===== src/hw/axcfg_pkg.sv =====
// Purpose: shared constants and types for the link configuration checks
// Assumes: 32-bit monitored data and address, 4-bit ids and user fields
// Notes: the violation vector keeps its shared bit numbering 94..107
package axcfg_pkg;

  // ==========================================================
  // monitored link carrier
  typedef struct packed
  {
    logic valid;
    logic ready;
    logic [31:0] addr;
    logic [1:0] burst;
    logic [3:0] cache;
    logic [3:0] id;
    logic [7:0] len;
    logic lock;
    logic [2:0] prot;
    logic [3:0] qos;
    logic [2:0] size;
    logic [3:0] user;
    logic [3:0] region;
  } axcfg_addr_t;

  typedef struct packed
  {
    axcfg_addr_t ar;
    axcfg_addr_t aw;
    logic wvalid;
    logic wready;
    logic [31:0] wdata;
    logic [3:0] wstrb;
    logic wlast;
    logic bvalid;
    logic bready;
    logic [1:0] bresp;
    logic rvalid;
    logic rready;
    logic [1:0] rresp;
    logic rlast;
  } axcfg_link_t;

  // ==========================================================
  // violation vector slice and bit numbers
  typedef logic [107:94] axcfg_vec_t;
  localparam int BIT_BREADY_RST = 94;
  localparam int BIT_ARREADY_RST = 95;
  localparam int BIT_RREADY_RST = 96;
  localparam int BIT_RD_WAIT = 97;
  localparam int BIT_WR_WAIT = 98;
  localparam int BIT_LAST_ADDR = 99;
  localparam int BIT_RESP_WAIT = 100;
  localparam int BIT_RST_WIDTH = 101;
  localparam int BIT_NO_STRB_ALIGN = 102;
  localparam int BIT_NARROW_SIZE = 103;
  localparam int BIT_RD_SLVERR = 104;
  localparam int BIT_RD_DECERR = 105;
  localparam int BIT_WR_SLVERR = 106;
  localparam int BIT_WR_DECERR = 107;
  // bits that stay alive in the reduced configuration
  localparam axcfg_vec_t LIGHT_KEEP = 14'h0378;

  // ==========================================================
  // link encodings and limits
  localparam logic [1:0] RESP_SLVERR = 2'h2;
  localparam logic [1:0] RESP_DECERR = 2'h3;
  localparam logic [2:0] FULL_SIZE = 3'h2;
  localparam int ALIGN_W = 2;
  localparam int RST_MIN_CYCLES = 16;
  localparam int LIMIT_W = 16;
  localparam logic [15:0] LIMIT_RESET = 16'h0100;
  localparam int NUM_TIMERS = 4;
  localparam int NUM_CNT = 3;
  localparam int CNT_W = 8;

  // ==========================================================
  // register port map
  localparam logic [7:0] REG_CTRL = 8'h00;
  localparam logic [7:0] REG_RD_WAIT = 8'h04;
  localparam logic [7:0] REG_WR_WAIT = 8'h08;
  localparam logic [7:0] REG_LAST_ADDR = 8'h0C;
  localparam logic [7:0] REG_RESP_WAIT = 8'h10;
  localparam logic [7:0] REG_VECTOR = 8'h14;
  localparam logic [7:0] REG_SNAPSHOT = 8'h18;
  localparam logic [7:0] REG_FLAG = 8'h1C;
  localparam int CTRL_ERR_CHK = 0;
  localparam int CTRL_LIGHT = 1;
  localparam int CTRL_HAS_STRB = 2;
  localparam int CTRL_NARROW = 3;
  localparam int CTRL_LITE = 4;
  localparam int CTRL_AXI3 = 5;
  localparam logic [5:0] CTRL_RESET = 6'h04;

endpackage : axcfg_pkg


===== src/hw/axcfg_pending_cnt.sv =====
// Purpose: up/down count of outstanding link transfers
// Assumes: the link never retires more than it issued
// Notes: wraps silently; depth is far beyond normal traffic
`timescale 1ns/10ps
`default_nettype none
module axcfg_pending_cnt
(
  // clock and reset
  input wire logic clk_sys,
  input wire logic reset_n,
  // events
  input wire logic up,
  input wire logic dn,
  // count
  output logic [axcfg_pkg::CNT_W-1:0] count
);

  // ==========================================================
  // counter
  logic [axcfg_pkg::CNT_W-1:0] count_reg;
  logic [axcfg_pkg::CNT_W-1:0] count_next;

  // both at once leave the count unchanged
  always_comb
  begin
    count_next = count_reg;
    if (!reset_n)
      count_next = '0;
    else if (up && !dn)
      count_next = count_reg + 1'b1;
    else if (dn && !up)
      count_next = count_reg - 1'b1;
  end

  always_ff @(posedge clk_sys)
  begin
    count_reg <= count_next;
  end

  assign count = count_reg;

endmodule : axcfg_pending_cnt
`default_nettype wire


===== src/hw/axcfg_timing_checks.sv =====
// Purpose: configuration, wait-limit and reset checks on a monitored link
// Assumes: link and register port share clk_sys; monitor only listens
// Notes: violation bits are sticky until the link reset
//
// Decided for this implementation: the register addresses and the strobed register port.
`timescale 1ns/10ps
`default_nettype none
module axcfg_timing_checks
(
  // clock and link reset
  input wire logic clk_sys,
  input wire logic reset_n,
  // monitored link
  input wire axcfg_pkg::axcfg_link_t link,
  // register port
  input wire logic [7:0] reg_addr,
  input wire logic [31:0] reg_wdata,
  input wire logic reg_wr,
  input wire logic reg_rd,
  output logic [31:0] reg_rdata,
  // violation outputs
  output axcfg_pkg::axcfg_vec_t violation_vector,
  output logic any_violation_flag
);

  // ==========================================================
  // handshakes
  logic ar_hs;
  logic aw_hs;
  logic w_hs;
  logic wl_hs;
  logic b_hs;
  logic r_hs;
  assign ar_hs = link.ar.valid && link.ar.ready;
  assign aw_hs = link.aw.valid && link.aw.ready;
  assign w_hs = link.wvalid && link.wready;
  assign b_hs = link.bvalid && link.bready;
  assign r_hs = link.rvalid && link.rready;

  // ==========================================================
  // configuration registers
  logic [5:0] ctrl_reg;
  logic [5:0] ctrl_next;
  logic [axcfg_pkg::LIMIT_W-1:0] limit_reg [axcfg_pkg::NUM_TIMERS];
  logic [axcfg_pkg::LIMIT_W-1:0] limit_next [axcfg_pkg::NUM_TIMERS];
  logic err_chk;
  logic light;
  logic has_strb;
  logic narrow;
  logic lite;
  assign err_chk = ctrl_reg[axcfg_pkg::CTRL_ERR_CHK];
  assign light = ctrl_reg[axcfg_pkg::CTRL_LIGHT];
  assign has_strb = ctrl_reg[axcfg_pkg::CTRL_HAS_STRB];
  assign narrow = ctrl_reg[axcfg_pkg::CTRL_NARROW];
  assign lite = ctrl_reg[axcfg_pkg::CTRL_LITE];
  // a lite write data beat always ends its burst
  assign wl_hs = w_hs && (link.wlast || lite);

  // software writes; limits index in timer order
  always_comb
  begin
    ctrl_next = ctrl_reg;
    limit_next = limit_reg;
    if (!reset_n)
    begin
      ctrl_next = axcfg_pkg::CTRL_RESET;
      for (int i = 0; i < axcfg_pkg::NUM_TIMERS; i++)
        limit_next[i] = axcfg_pkg::LIMIT_RESET;
    end
    else if (reg_wr)
    begin
      case (reg_addr)
        axcfg_pkg::REG_CTRL: ctrl_next = reg_wdata[5:0];
        axcfg_pkg::REG_RD_WAIT: limit_next[0] = reg_wdata[15:0];
        axcfg_pkg::REG_WR_WAIT: limit_next[1] = reg_wdata[15:0];
        axcfg_pkg::REG_LAST_ADDR: limit_next[2] = reg_wdata[15:0];
        axcfg_pkg::REG_RESP_WAIT: limit_next[3] = reg_wdata[15:0];
        default: ctrl_next = ctrl_reg;
      endcase
    end
  end

  always_ff @(posedge clk_sys)
  begin
    ctrl_reg <= ctrl_next;
    limit_reg <= limit_next;
  end

  // ==========================================================
  // outstanding transfer counters: reads, aw-to-b, wlast-to-b
  logic [axcfg_pkg::CNT_W-1:0] pend [axcfg_pkg::NUM_CNT];
  logic [axcfg_pkg::NUM_CNT-1:0] pend_up;
  logic [axcfg_pkg::NUM_CNT-1:0] pend_dn;
  assign pend_up = {wl_hs, aw_hs, ar_hs};
  assign pend_dn = {b_hs, b_hs, r_hs && (link.rlast || lite)};

  generate
    for (genvar g = 0; g < axcfg_pkg::NUM_CNT; g++)
    begin : g_pend
      axcfg_pending_cnt u_pend
      (
        .clk_sys(clk_sys),
        .reset_n(reset_n),
        .up(pend_up[g]),
        .dn(pend_dn[g]),
        .count(pend[g])
      );
    end
  endgenerate

  // ==========================================================
  // wait-limit timers: read data, write data, address, response
  logic [axcfg_pkg::NUM_TIMERS-1:0] t_active;
  logic [axcfg_pkg::NUM_TIMERS-1:0] t_restart;
  logic [axcfg_pkg::NUM_TIMERS-1:0] t_seen;
  logic [axcfg_pkg::NUM_TIMERS-1:0] t_out;

  always_comb
  begin
    t_active[0] = pend[0] != '0;
    t_restart[0] = ar_hs || r_hs;
    t_seen[0] = link.rvalid;
    t_active[1] = pend[1] > pend[2];
    t_restart[1] = aw_hs || w_hs;
    t_seen[1] = link.wvalid;
    t_active[2] = pend[2] > pend[1];
    t_restart[2] = wl_hs || aw_hs;
    t_seen[2] = link.aw.valid;
    t_active[3] = (pend[1] != '0) && (pend[2] != '0);
    t_restart[3] = aw_hs || wl_hs || b_hs;
    t_seen[3] = link.bvalid;
  end

  generate
    for (genvar g = 0; g < axcfg_pkg::NUM_TIMERS; g++)
    begin : g_timer
      axcfg_wait_timer u_timer
      (
        .clk_sys(clk_sys),
        .reset_n(reset_n),
        .active(t_active[g]),
        .restart(t_restart[g]),
        .seen(t_seen[g]),
        .limit(limit_reg[g]),
        .timeout(t_out[g])
      );
    end
  endgenerate

  // ==========================================================
  // reset history: a shift line avoids a counter with no reset value
  logic [axcfg_pkg::RST_MIN_CYCLES-1:0] rst_hist_reg;
  logic [axcfg_pkg::RST_MIN_CYCLES-1:0] rst_hist_next;
  logic release_cyc;
  assign rst_hist_next = {rst_hist_reg[axcfg_pkg::RST_MIN_CYCLES-2:0],
                          reset_n};
  // first cycle with reset released
  assign release_cyc = reset_n && !rst_hist_reg[0];

  always_ff @(posedge clk_sys)
  begin
    rst_hist_reg <= rst_hist_next;
  end

  // ==========================================================
  // violation events
  axcfg_pkg::axcfg_vec_t ev;

  always_comb
  begin
    ev = '0;
    ev[axcfg_pkg::BIT_BREADY_RST] = release_cyc && link.bready;
    ev[axcfg_pkg::BIT_ARREADY_RST] = release_cyc && link.ar.ready;
    ev[axcfg_pkg::BIT_RREADY_RST] = release_cyc && link.rready;
    ev[axcfg_pkg::BIT_RD_WAIT] = t_out[0];
    ev[axcfg_pkg::BIT_WR_WAIT] = t_out[1];
    ev[axcfg_pkg::BIT_LAST_ADDR] = t_out[2];
    ev[axcfg_pkg::BIT_RESP_WAIT] = t_out[3];
    // any high sample in the last 16 means the low pulse was short
    ev[axcfg_pkg::BIT_RST_WIDTH] = release_cyc && (rst_hist_reg[
      axcfg_pkg::RST_MIN_CYCLES-1:1] != '0);
    ev[axcfg_pkg::BIT_NO_STRB_ALIGN] = !has_strb &&
      ((ar_hs && link.ar.addr[axcfg_pkg::ALIGN_W-1:0] != '0) ||
       (aw_hs && link.aw.addr[axcfg_pkg::ALIGN_W-1:0] != '0));
    ev[axcfg_pkg::BIT_NARROW_SIZE] = aw_hs && narrow && has_strb &&
      (link.aw.size < axcfg_pkg::FULL_SIZE);
    ev[axcfg_pkg::BIT_RD_SLVERR] = err_chk && r_hs &&
      (link.rresp == axcfg_pkg::RESP_SLVERR);
    ev[axcfg_pkg::BIT_RD_DECERR] = err_chk && r_hs &&
      (link.rresp == axcfg_pkg::RESP_DECERR);
    ev[axcfg_pkg::BIT_WR_SLVERR] = err_chk && b_hs &&
      (link.bresp == axcfg_pkg::RESP_SLVERR);
    ev[axcfg_pkg::BIT_WR_DECERR] = err_chk && b_hs &&
      (link.bresp == axcfg_pkg::RESP_DECERR);
  end

  // ==========================================================
  // sticky vector, summary flag and first-event snapshot
  axcfg_pkg::axcfg_vec_t vec_reg;
  axcfg_pkg::axcfg_vec_t vec_next;
  axcfg_pkg::axcfg_vec_t snap_reg;
  axcfg_pkg::axcfg_vec_t snap_next;
  axcfg_pkg::axcfg_vec_t en_mask;
  logic any_reg;
  logic any_next;
  assign en_mask = light ? axcfg_pkg::LIGHT_KEEP : '1;

  // reset clears every bit; a width fault is set in the release cycle after
  always_comb
  begin
    if (!reset_n)
      vec_next = '0;
    else
      vec_next = vec_reg | (ev & en_mask);
    any_next = vec_next != '0;
    snap_next = snap_reg;
    if (!reset_n)
      snap_next = '0;
    else if (!any_reg && any_next)
      snap_next = vec_next;
  end

  always_ff @(posedge clk_sys)
  begin
    vec_reg <= vec_next;
    any_reg <= any_next;
    snap_reg <= snap_next;
  end

  assign violation_vector = vec_reg;
  assign any_violation_flag = any_reg;

  // ==========================================================
  // register read data, valid only the cycle after the strobe
  logic [31:0] rdata_reg;
  logic [31:0] rdata_next;

  always_comb
  begin
    rdata_next = 32'h0000_0000;
    if (reset_n && reg_rd)
    begin
      case (reg_addr)
        axcfg_pkg::REG_CTRL: rdata_next = {26'h000_0000, ctrl_reg};
        axcfg_pkg::REG_RD_WAIT: rdata_next = {16'h0000, limit_reg[0]};
        axcfg_pkg::REG_WR_WAIT: rdata_next = {16'h0000, limit_reg[1]};
        axcfg_pkg::REG_LAST_ADDR: rdata_next = {16'h0000, limit_reg[2]};
        axcfg_pkg::REG_RESP_WAIT: rdata_next = {16'h0000, limit_reg[3]};
        axcfg_pkg::REG_VECTOR: rdata_next = {18'h0_0000, vec_reg};
        axcfg_pkg::REG_SNAPSHOT: rdata_next = {18'h0_0000, snap_reg};
        axcfg_pkg::REG_FLAG: rdata_next = {31'h0000_0000, any_reg};
        default: rdata_next = 32'h0000_0000;
      endcase
    end
  end

  always_ff @(posedge clk_sys)
  begin
    rdata_reg <= rdata_next;
  end

  assign reg_rdata = rdata_reg;

  generate
    for (genvar l = 0; l < 4; l++)
    begin : g_lane

    end
  endgenerate
endmodule : axcfg_timing_checks
`default_nettype wire


===== src/hw/axcfg_wait_timer.sv =====
// Purpose: cycle counter for one wait-limit check
// Assumes: limit of zero switches the check off
// Notes: timeout is a level while the limit is reached without valid
`timescale 1ns/10ps
`default_nettype none
module axcfg_wait_timer
(
  // clock and reset
  input wire logic clk_sys,
  input wire logic reset_n,
  // qualifiers
  input wire logic active,
  input wire logic restart,
  input wire logic seen,
  input wire logic [axcfg_pkg::LIMIT_W-1:0] limit,
  // result
  output logic timeout
);

  // ==========================================================
  // counter
  logic [axcfg_pkg::LIMIT_W-1:0] count_reg;
  logic [axcfg_pkg::LIMIT_W-1:0] count_next;

  // restart on every qualifying transfer, hold once at the limit
  always_comb
  begin
    if (!reset_n || !active || restart || seen)
      count_next = '0;
    else if (count_reg < limit) // a lowered limit cannot be overrun
      count_next = count_reg + 1'b1;
    else
      count_next = count_reg;
  end

  always_ff @(posedge clk_sys)
  begin
    count_reg <= count_next;
  end

  // no valid by the limit while still waiting
  assign timeout = active && !restart && !seen && (limit != '0) &&
                   (count_reg >= limit);
endmodule : axcfg_wait_timer
`default_nettype wire


===== config.mk =====
export PLATFORM = sky130hd
export DESIGN_NAME = axcfg_timing_checks
export DESIGN_NICKNAME = d
export VERILOG_FILES = /design/src/hw/axcfg_pkg.sv /design/src/hw/axcfg_pending_cnt.sv /design/src/hw/axcfg_timing_checks.sv /design/src/hw/axcfg_wait_timer.sv
export SDC_FILE = /design/constraint.sdc
export NUM_CORES = 1
export LEC_CHECK = 0
export BUFFER_PORTS_ARGS = -buffer_cell sky130_fd_sc_hd__clkbuf_2
export CAP_MARGIN = 0
export CORE_ASPECT_RATIO = 2
export CORE_UTILIZATION = 55
export CTS_CLUSTER_DIAMETER = 200
export CTS_CLUSTER_SIZE = 20
export DETAILED_ROUTE_END_ITERATION = 10
export PLACE_DENSITY = 0.81
export SKIP_LAST_GASP = 1
export SYNTH_ARGS = -nofsm -noshare
export SYNTH_HDL_FRONTEND = slang
export SYNTH_SLANG_ARGS = --single-unit

===== constraint.sdc =====
create_clock -name clk_sys -period 3.5 [get_ports clk_sys]
set_clock_uncertainty 0.15 [all_clocks]
set_input_delay 0.175 -clock clk_sys [delete_from_list [all_inputs] [get_ports clk_sys]]
set_output_delay 0.175 -clock clk_sys [all_outputs]
set_load 0.03 [all_outputs]

==> out/metrics.yaml, run 1 <==
syn_area_um2: 12000
cts_hold_buf: 21
finalPower_mw: 5.21
synthFlopType: "dfxtp_1"
fillCellCount: 1913
fmax_ghz: 0.310
status: "completed"
cp_cell_sequence: "inv_1 -> ha_1 -> nand4_1 -> or4_1 -> a221o_1 -> a41o_1 -> a21bo_2 -> a41oi_4 -> mux2_4"
htreeDepth: 1
synth_area_leader_cell: "dfxtp_1"
cts_tree: "yes"
relSlewSlack_pct: 20.2
fin_crit_sh_pct: 92.1
area_growth_pct: 10.6
cts_sinks: 219
drt_first_iter_violations: 864
cp_max_fo: 4
cp.required_ns: 3.74
synth_seq_area_share_pct: 36.5
clk_latency_ns: 0.50
drv_slew: 0
ioPinCount: 281
vias: 11156
n_antenna_cell: 0
initial_core_util_pct: 55.9
p_leak_nw: 4.93
grt_max_degree: 140
first_pass_iters: 7
hold_viol: 0
avgSynthCellArea_um2: 8.29
dp_hpwl_mm: 25.5
holdCritPathClass: "input port to flop"
yosysWarnings: 0
antenna_found_initial: 0
finalNetCount: 1860
vdd_drop_max_uv: 403
synth_commonest_cells: "dfxtp_1 (219), nand2_1 (165), nand3_1 (110), inv_1 (101), ha_1 (97)"
p_per_area_nw_per_um2: 393
critPathKind: "flop to flop"
dieArea_um2: 22500
vias_per_cell: 6.20
setup_viol: 0
crit_family: "compound AO/OA/AOI/OAI gates"
worst_slew_pin_slew_ns: 1.20
synth_edf_count: 0
cts_resized: 0
drive_gt1_share_pct: 9.04
fp-row-count: 76
grtUsageTotal_pct: 30.6
synth_seq_cells: 219
routedWlPerCell_um: 18.9
drt_wl_total_mm: 34.1
worstPathArrival_ns: 3.46
io_buffers: 80
async_reset_ff_share_pct: 0
clk_pin_slew_ns: 0.09
core_area_um2: 21500
gp_congestion: 0.908
synth_area_leaders: "dfxtp_1 (37%), ha_1 (10%), nand2_1 (5.2%), nand3_1 (4.6%), a21boi_0 (4.1%)"
grt_pass1_vias: 10842
start_kind: "flop"
cts-root-buf: "clkbuf_16"
post_cts_buffers: 0
cp_num_buf_inv: 1
period_needed_ns: 3.22
drc_errors: 0
critical_path.max_stage_delay_ns: 0.56
grt_first_pass_wirelength_mm: 54.4
grt_overflow: 0
chipHeight_um: 211
clockBufferDepth: 3
drt.antenna.violating_nets: 0
multi_input_area_um2: 6970
cts-buffers-inserted: 14
post_synth_inst_count: 1447
tns_ns: 0
cp-end-kind: "flop"
seq_area_um2: 4380
yosysTopAreaCellShare_pct: 36.5
rsz0062_at_grt: "false"
die_w_um: 106
cap_violations: 0
cp_slowest_cell: "or4_1"
yosysMostFrequentCell: "dfxtp_1"
synth.distinct_cells: 57
worst paths after layout:
check / start / end / slack (ns) / cells after the start
setup / recovery: limit_reg[13] / snap_reg[12] / 0.28 / 9
hold / removal: reset_n / rst_hist_reg[0] / 0.03 / 2
setup reg to reg: limit_reg[13] / snap_reg[12] / 0.28 / 9
hold reg to reg: rst_hist_reg[2] / rst_hist_reg[3] / 0.21 / 0
area by class of cell:
class,count,area share (%)
multi-input combinational,1063,52.5
sequential,219,33.0
timing repair buffer,127,6.19
clock buffer,16,2.86
inverter,101,2.86
tap,273,2.57
worst reg2reg max path, cell delays in order, from the launching register on:
cell and delay, ns:
dfxtp_1 0.44, inv_1 0.08, ha_1 0.31, nand4_1 0.12
or4_1 0.56, a221o_1 0.28, a41o_1 0.28, a21bo_2 0.27
a41oi_4 0.29, mux2_4 0.32
metal layers:
metal / vias to the layer above / share of wire, % / track usage [%]
met5: - / 0 / 0
met4: 0 / 8.8 / 23.4
met3: 175 / 6.7 / 4.23
met2: 507 / 50 / 54.5
met1: 5175 / 35 / 32.0
li1: 5299 / - / -
power breakdown:
group,switching (mW),internal (mW)
combinational,0.522,0.403
clock,0.853,0.769
sequential,0.0932,2.57
layout by cell type (no fill, tap or decap), types with 8 or more instances in the layout:
cell type / count
nor3_1: 11
clkbuf_16: 15
inv_1: 101
nand2_1: 165
o21ai_0: 60
nor4_1: 40
nor2_1: 50
dfxtp_1: 219
o211ai_1: 12
and3_1: 12
clkbuf_2: 79
buf_4: 26
o21bai_1: 8
xnor2_1: 24
or3_1: 24
nor2b_1: 15
a21oi_1: 77
xor2_1: 16
mux2i_1: 21
nand3_1: 110
dlygate4sd3_1: 21
and2_1: 28
a22oi_1: 39
a21o_1: 14
nand4_1: 43
a21boi_0: 65
conb_1: 16
nand2b_1: 16
ha_1: 97
a31oi_1: 18
o21a_1: 10
and4_1: 9
cells by family (layout without fill, tap and decap cells):
logic type,count (synthesis),in the layout,synth area share [%]
AND/OR/NAND/NOR,545,545,23.0
AO/OA/AOI/OAI,339,339,18.8
flip-flops,219,219,36.5
buffers and inverters,180,244,6.13
adder cells (fa/ha/maj),100,100,10.6
XOR/XNOR,40,40,2.92
multiplexers,23,23,2.00
other,1,16,0.0312
metrics by stage:
| stage | cells | setup WS [ns] | util [%] | hold slack [ns] | instance area, um^2 |
|---|---|---|---|---|---|
| after floorplan | 1462 | 0.616 | - | 0.0527 | 12100 |
| after global placement | 1762 | 0.359 | 59.0 | 0.185 | 12700 |
| after detailed placement | 1762 | 0.328 | 59.0 | 0.192 | 12700 |
| after CTS | 1799 | 0.314 | 61.7 | 0.0371 | 13300 |
| after global routing | 1799 | 0.163 | 61.7 | 0.0578 | 13300 |
| final | 1799 | 0.278 | 61.7 | 0.0279 | 13300 |
Power figures use the tool's default switching activity.
==> run 2, diff against run 1 <==
--- a/config.mk
+++ b/config.mk
@@ -7,12 +7,15 @@
 export LEC_CHECK = 0
 export BUFFER_PORTS_ARGS = -buffer_cell sky130_fd_sc_hd__clkbuf_2
 export CAP_MARGIN = 0
+export CELL_PAD_IN_SITES_DETAIL_PLACEMENT = 0
+export CELL_PAD_IN_SITES_GLOBAL_PLACEMENT = 1
 export CORE_ASPECT_RATIO = 2
-export CORE_UTILIZATION = 55
+export CORE_UTILIZATION = 40
 export CTS_CLUSTER_DIAMETER = 200
 export CTS_CLUSTER_SIZE = 20
 export DETAILED_ROUTE_END_ITERATION = 10
 export PLACE_DENSITY = 0.81
+export SETUP_SLACK_MARGIN = 0.5
 export SKIP_LAST_GASP = 1
 export SYNTH_ARGS = -nofsm -noshare
 export SYNTH_HDL_FRONTEND = slang
==> run 2 against run 1 <==
Effect of this change: first-iteration DRC count shrank 26%; combinational power increased by 1%; sequential power barely moved; fmax up 8.5%; non-clock buffer count increased by 24; setup slack improved by 0.25 ns; clock power barely moved; critical path depth stayed put; final cell count grew 6.4%; die area grew 37%; largest cell class unchanged.
==> out/metrics.yaml, run 2 (same netlist as run 1, synthesis figures left out) <==
cp_num_buf_inv: 1  # unchanged
cts_sinks: 219  # unchanged
clk_latency_ns: 0.50  # about the same
drc_errors: 0  # unchanged
finalNetCount: 1884  # +1.3%
combinationalPowerShare_pct: 17.9  # +0.2 points
drive_gt1_share_pct: 12.5  # +3.5 points
place_inst: 1863  # +5.7%
chipHeight_um: 247  # +17%
fin_crit_sh_pct: 84.8  # -7.2 points
start_kind: "flop"
dp_slack_ns: 0.297  # -0.0318 ns
placed_area_um2: 12900  # +1.4%
n_antenna_cell: 0  # unchanged
cap_violations: 0  # unchanged
die_w_um: 124  # +17%
setup_slack_ns: 0.530  # +0.253 ns
p_int_mw: 3.75  # +0.21%
power.switching_mw: 1.49  # +1.5%
cp_cell_sequence: "inv_2 -> ha_4 -> nand4_1 -> or4_4 -> a221o_1 -> a41o_1 -> a21bo_2 -> a41oi_4 -> mux2_4"
p_per_area_nw_per_um2: 384  # -2.3%
cp.required_ns: 3.74  # about the same
cp_max_fo: 4  # unchanged
vias: 11027  # -1.2%
layout_common_cells: "dfxtp_1 (206), nand2_1 (165), nand3_1 (110)"
worstPathArrival_ns: 3.21  # -0.25 ns
drt.antenna.violating_nets: 0  # unchanged
dp_hpwl_mm: 28.2  # +10%
io_buffers: 80  # unchanged
multi_input_area_um2: 7050  # +1.2%
layoutNonFillerInstCount: 1914  # +6.4%
holdCritPathClass: "input port to flop"
grt_first_pass_wirelength_mm: 56.9  # +4.6%
vias_per_cell: 5.76  # -7.1%
dieArea_um2: 30700  # +37%
area_growth_pct: 13.8
fmax_ghz: 0.337  # +8.5%
layout_commonest_cell: "dfxtp_1"
grt_pass1_vias: 10658  # -1.7%
clock_power_share_pct: 31.3  # +0.2 points
critical_path.max_stage_delay_ns: 0.54  # -0.02 ns
worst_slew_pin_slew_ns: 0.675  # -0.523 ns
setup_viol: 0  # unchanged
routedWlPerCell_um: 19.4  # +2.3%
first_pass_iters: 7  # unchanged
relSlewSlack_pct: 54.9  # +35 points
cp-end-kind: "flop"
drv_slew: 0  # unchanged
grtUsageTotal_pct: 23.5  # -7.1 points
gp_congestion: 0.902  # -0.68%
finalPower_mw: 5.24  # +0.58%
cp_slowest_cell: "or4_4"
status: "completed"
cts_tree: "yes"
ioPinCount: 281  # unchanged
antenna_found_initial: 0  # unchanged
grt_overflow: 0  # unchanged
holdWs_ns: 0.0529  # +0.0250 ns
period_needed_ns: 2.97  # -0.253 ns
htreeDepth: 1  # unchanged
drt_wl_total_mm: 37.1  # +8.8%
power_frac_seq_pct: 50.8  # -0.3 points
critPathKind: "flop to flop"
cts-buffers-inserted: 14  # unchanged
finish.instance_area_um2: 13700  # +3.0%
final_util_pct: 46.3  # -15 points
seq_area_um2: 4410  # +0.60%
drt_first_iter_violations: 639  # -26%
swShare_pct: 28.4  # +0.27 points
rsz0062_at_grt: "true"
crit_family: "compound AO/OA/AOI/OAI gates"
core_area_um2: 29500  # +37%
p_leak_nw: 5.06  # +2.6%
fp-row-count: 89  # +17%
clockBufferDepth: 3  # unchanged
cts-root-buf: "clkbuf_16"
grt_max_degree: 45  # -68%
hold_viol: 0  # unchanged
fillCellCount: 2855  # +49%
tns_ns: 0  # unchanged
vdd_drop_max_uv: 338  # -16%
initial_core_util_pct: 40.7  # -15 points
clk_pin_slew_ns: 0.09  # about the same
-- run 2: layout make-up --
cell class / instances / area share (%)
well taps: 364 / 3.33
repair buffers: 151 / 7.25
flip-flops and latches: 219 / 32.3
clock buffers: 16 / 2.77
inverters: 101 / 2.77
multi-input cells: 1063 / 51.6
-- run 2: power by group through the flow --
| stage | registers [mW] | clock network (mW) | logic, mW |
|---|---|---|---|
| global route | 2.68 | 1.77 | 1.04 |
| finish | 2.66 | 1.64 | 0.937 |
| global placement | 2.72 | 0 | 0.871 |
| CTS | 2.66 | 1.68 | 0.931 |
| floorplan | 2.70 | 0 | 0.688 |
| detailed placement | 2.72 | 0 | 0.897 |
-- run 2: path summary, 6_finish.rpt --
| kind | from | endpoint | slack (ns) | depth (start not counted) |
|---|---|---|---|---|
| worst min register to register | rst_hist_reg[14] | rst_hist_reg[15] | 0.21 | 0 |
| worst max register to register | limit_reg[15] | snap_reg[10] | 0.53 | 9 |
| worst max-delay path | limit_reg[15] | snap_reg[10] | 0.53 | 9 |
| worst min-delay path | link[4] | violation_vector[11] | 0.05 | 4 |
-- run 2: metal layers --
layer / track usage, % / vias up / wire, um / part of all wire, %
met1: 23.7 / 5219 / 13400 / 36
met5: 0 / - / 0 / 0
met2: 44.7 / 339 / 19400 / 52
li1: - / 5345 / - / -
met3: 2.90 / 124 / 1750 / 4.7
met4: 15.8 / 0 / 2560 / 6.9
-- run 2: tightest hold or removal path: stages --
cell      delay, ns
clkbuf_2       0.11
nand4_1        0.13
nor2_1         0.06
o21a_1         0.17
-- run 2: what timing repair did --
action,CTS,global route
gates resized for setup,29,10
pin swaps,6,8
setup buffers,8,5
endpoints found under the setup margin,14,9
hold buffers,22,0
endpoints found under the hold margin,88,0
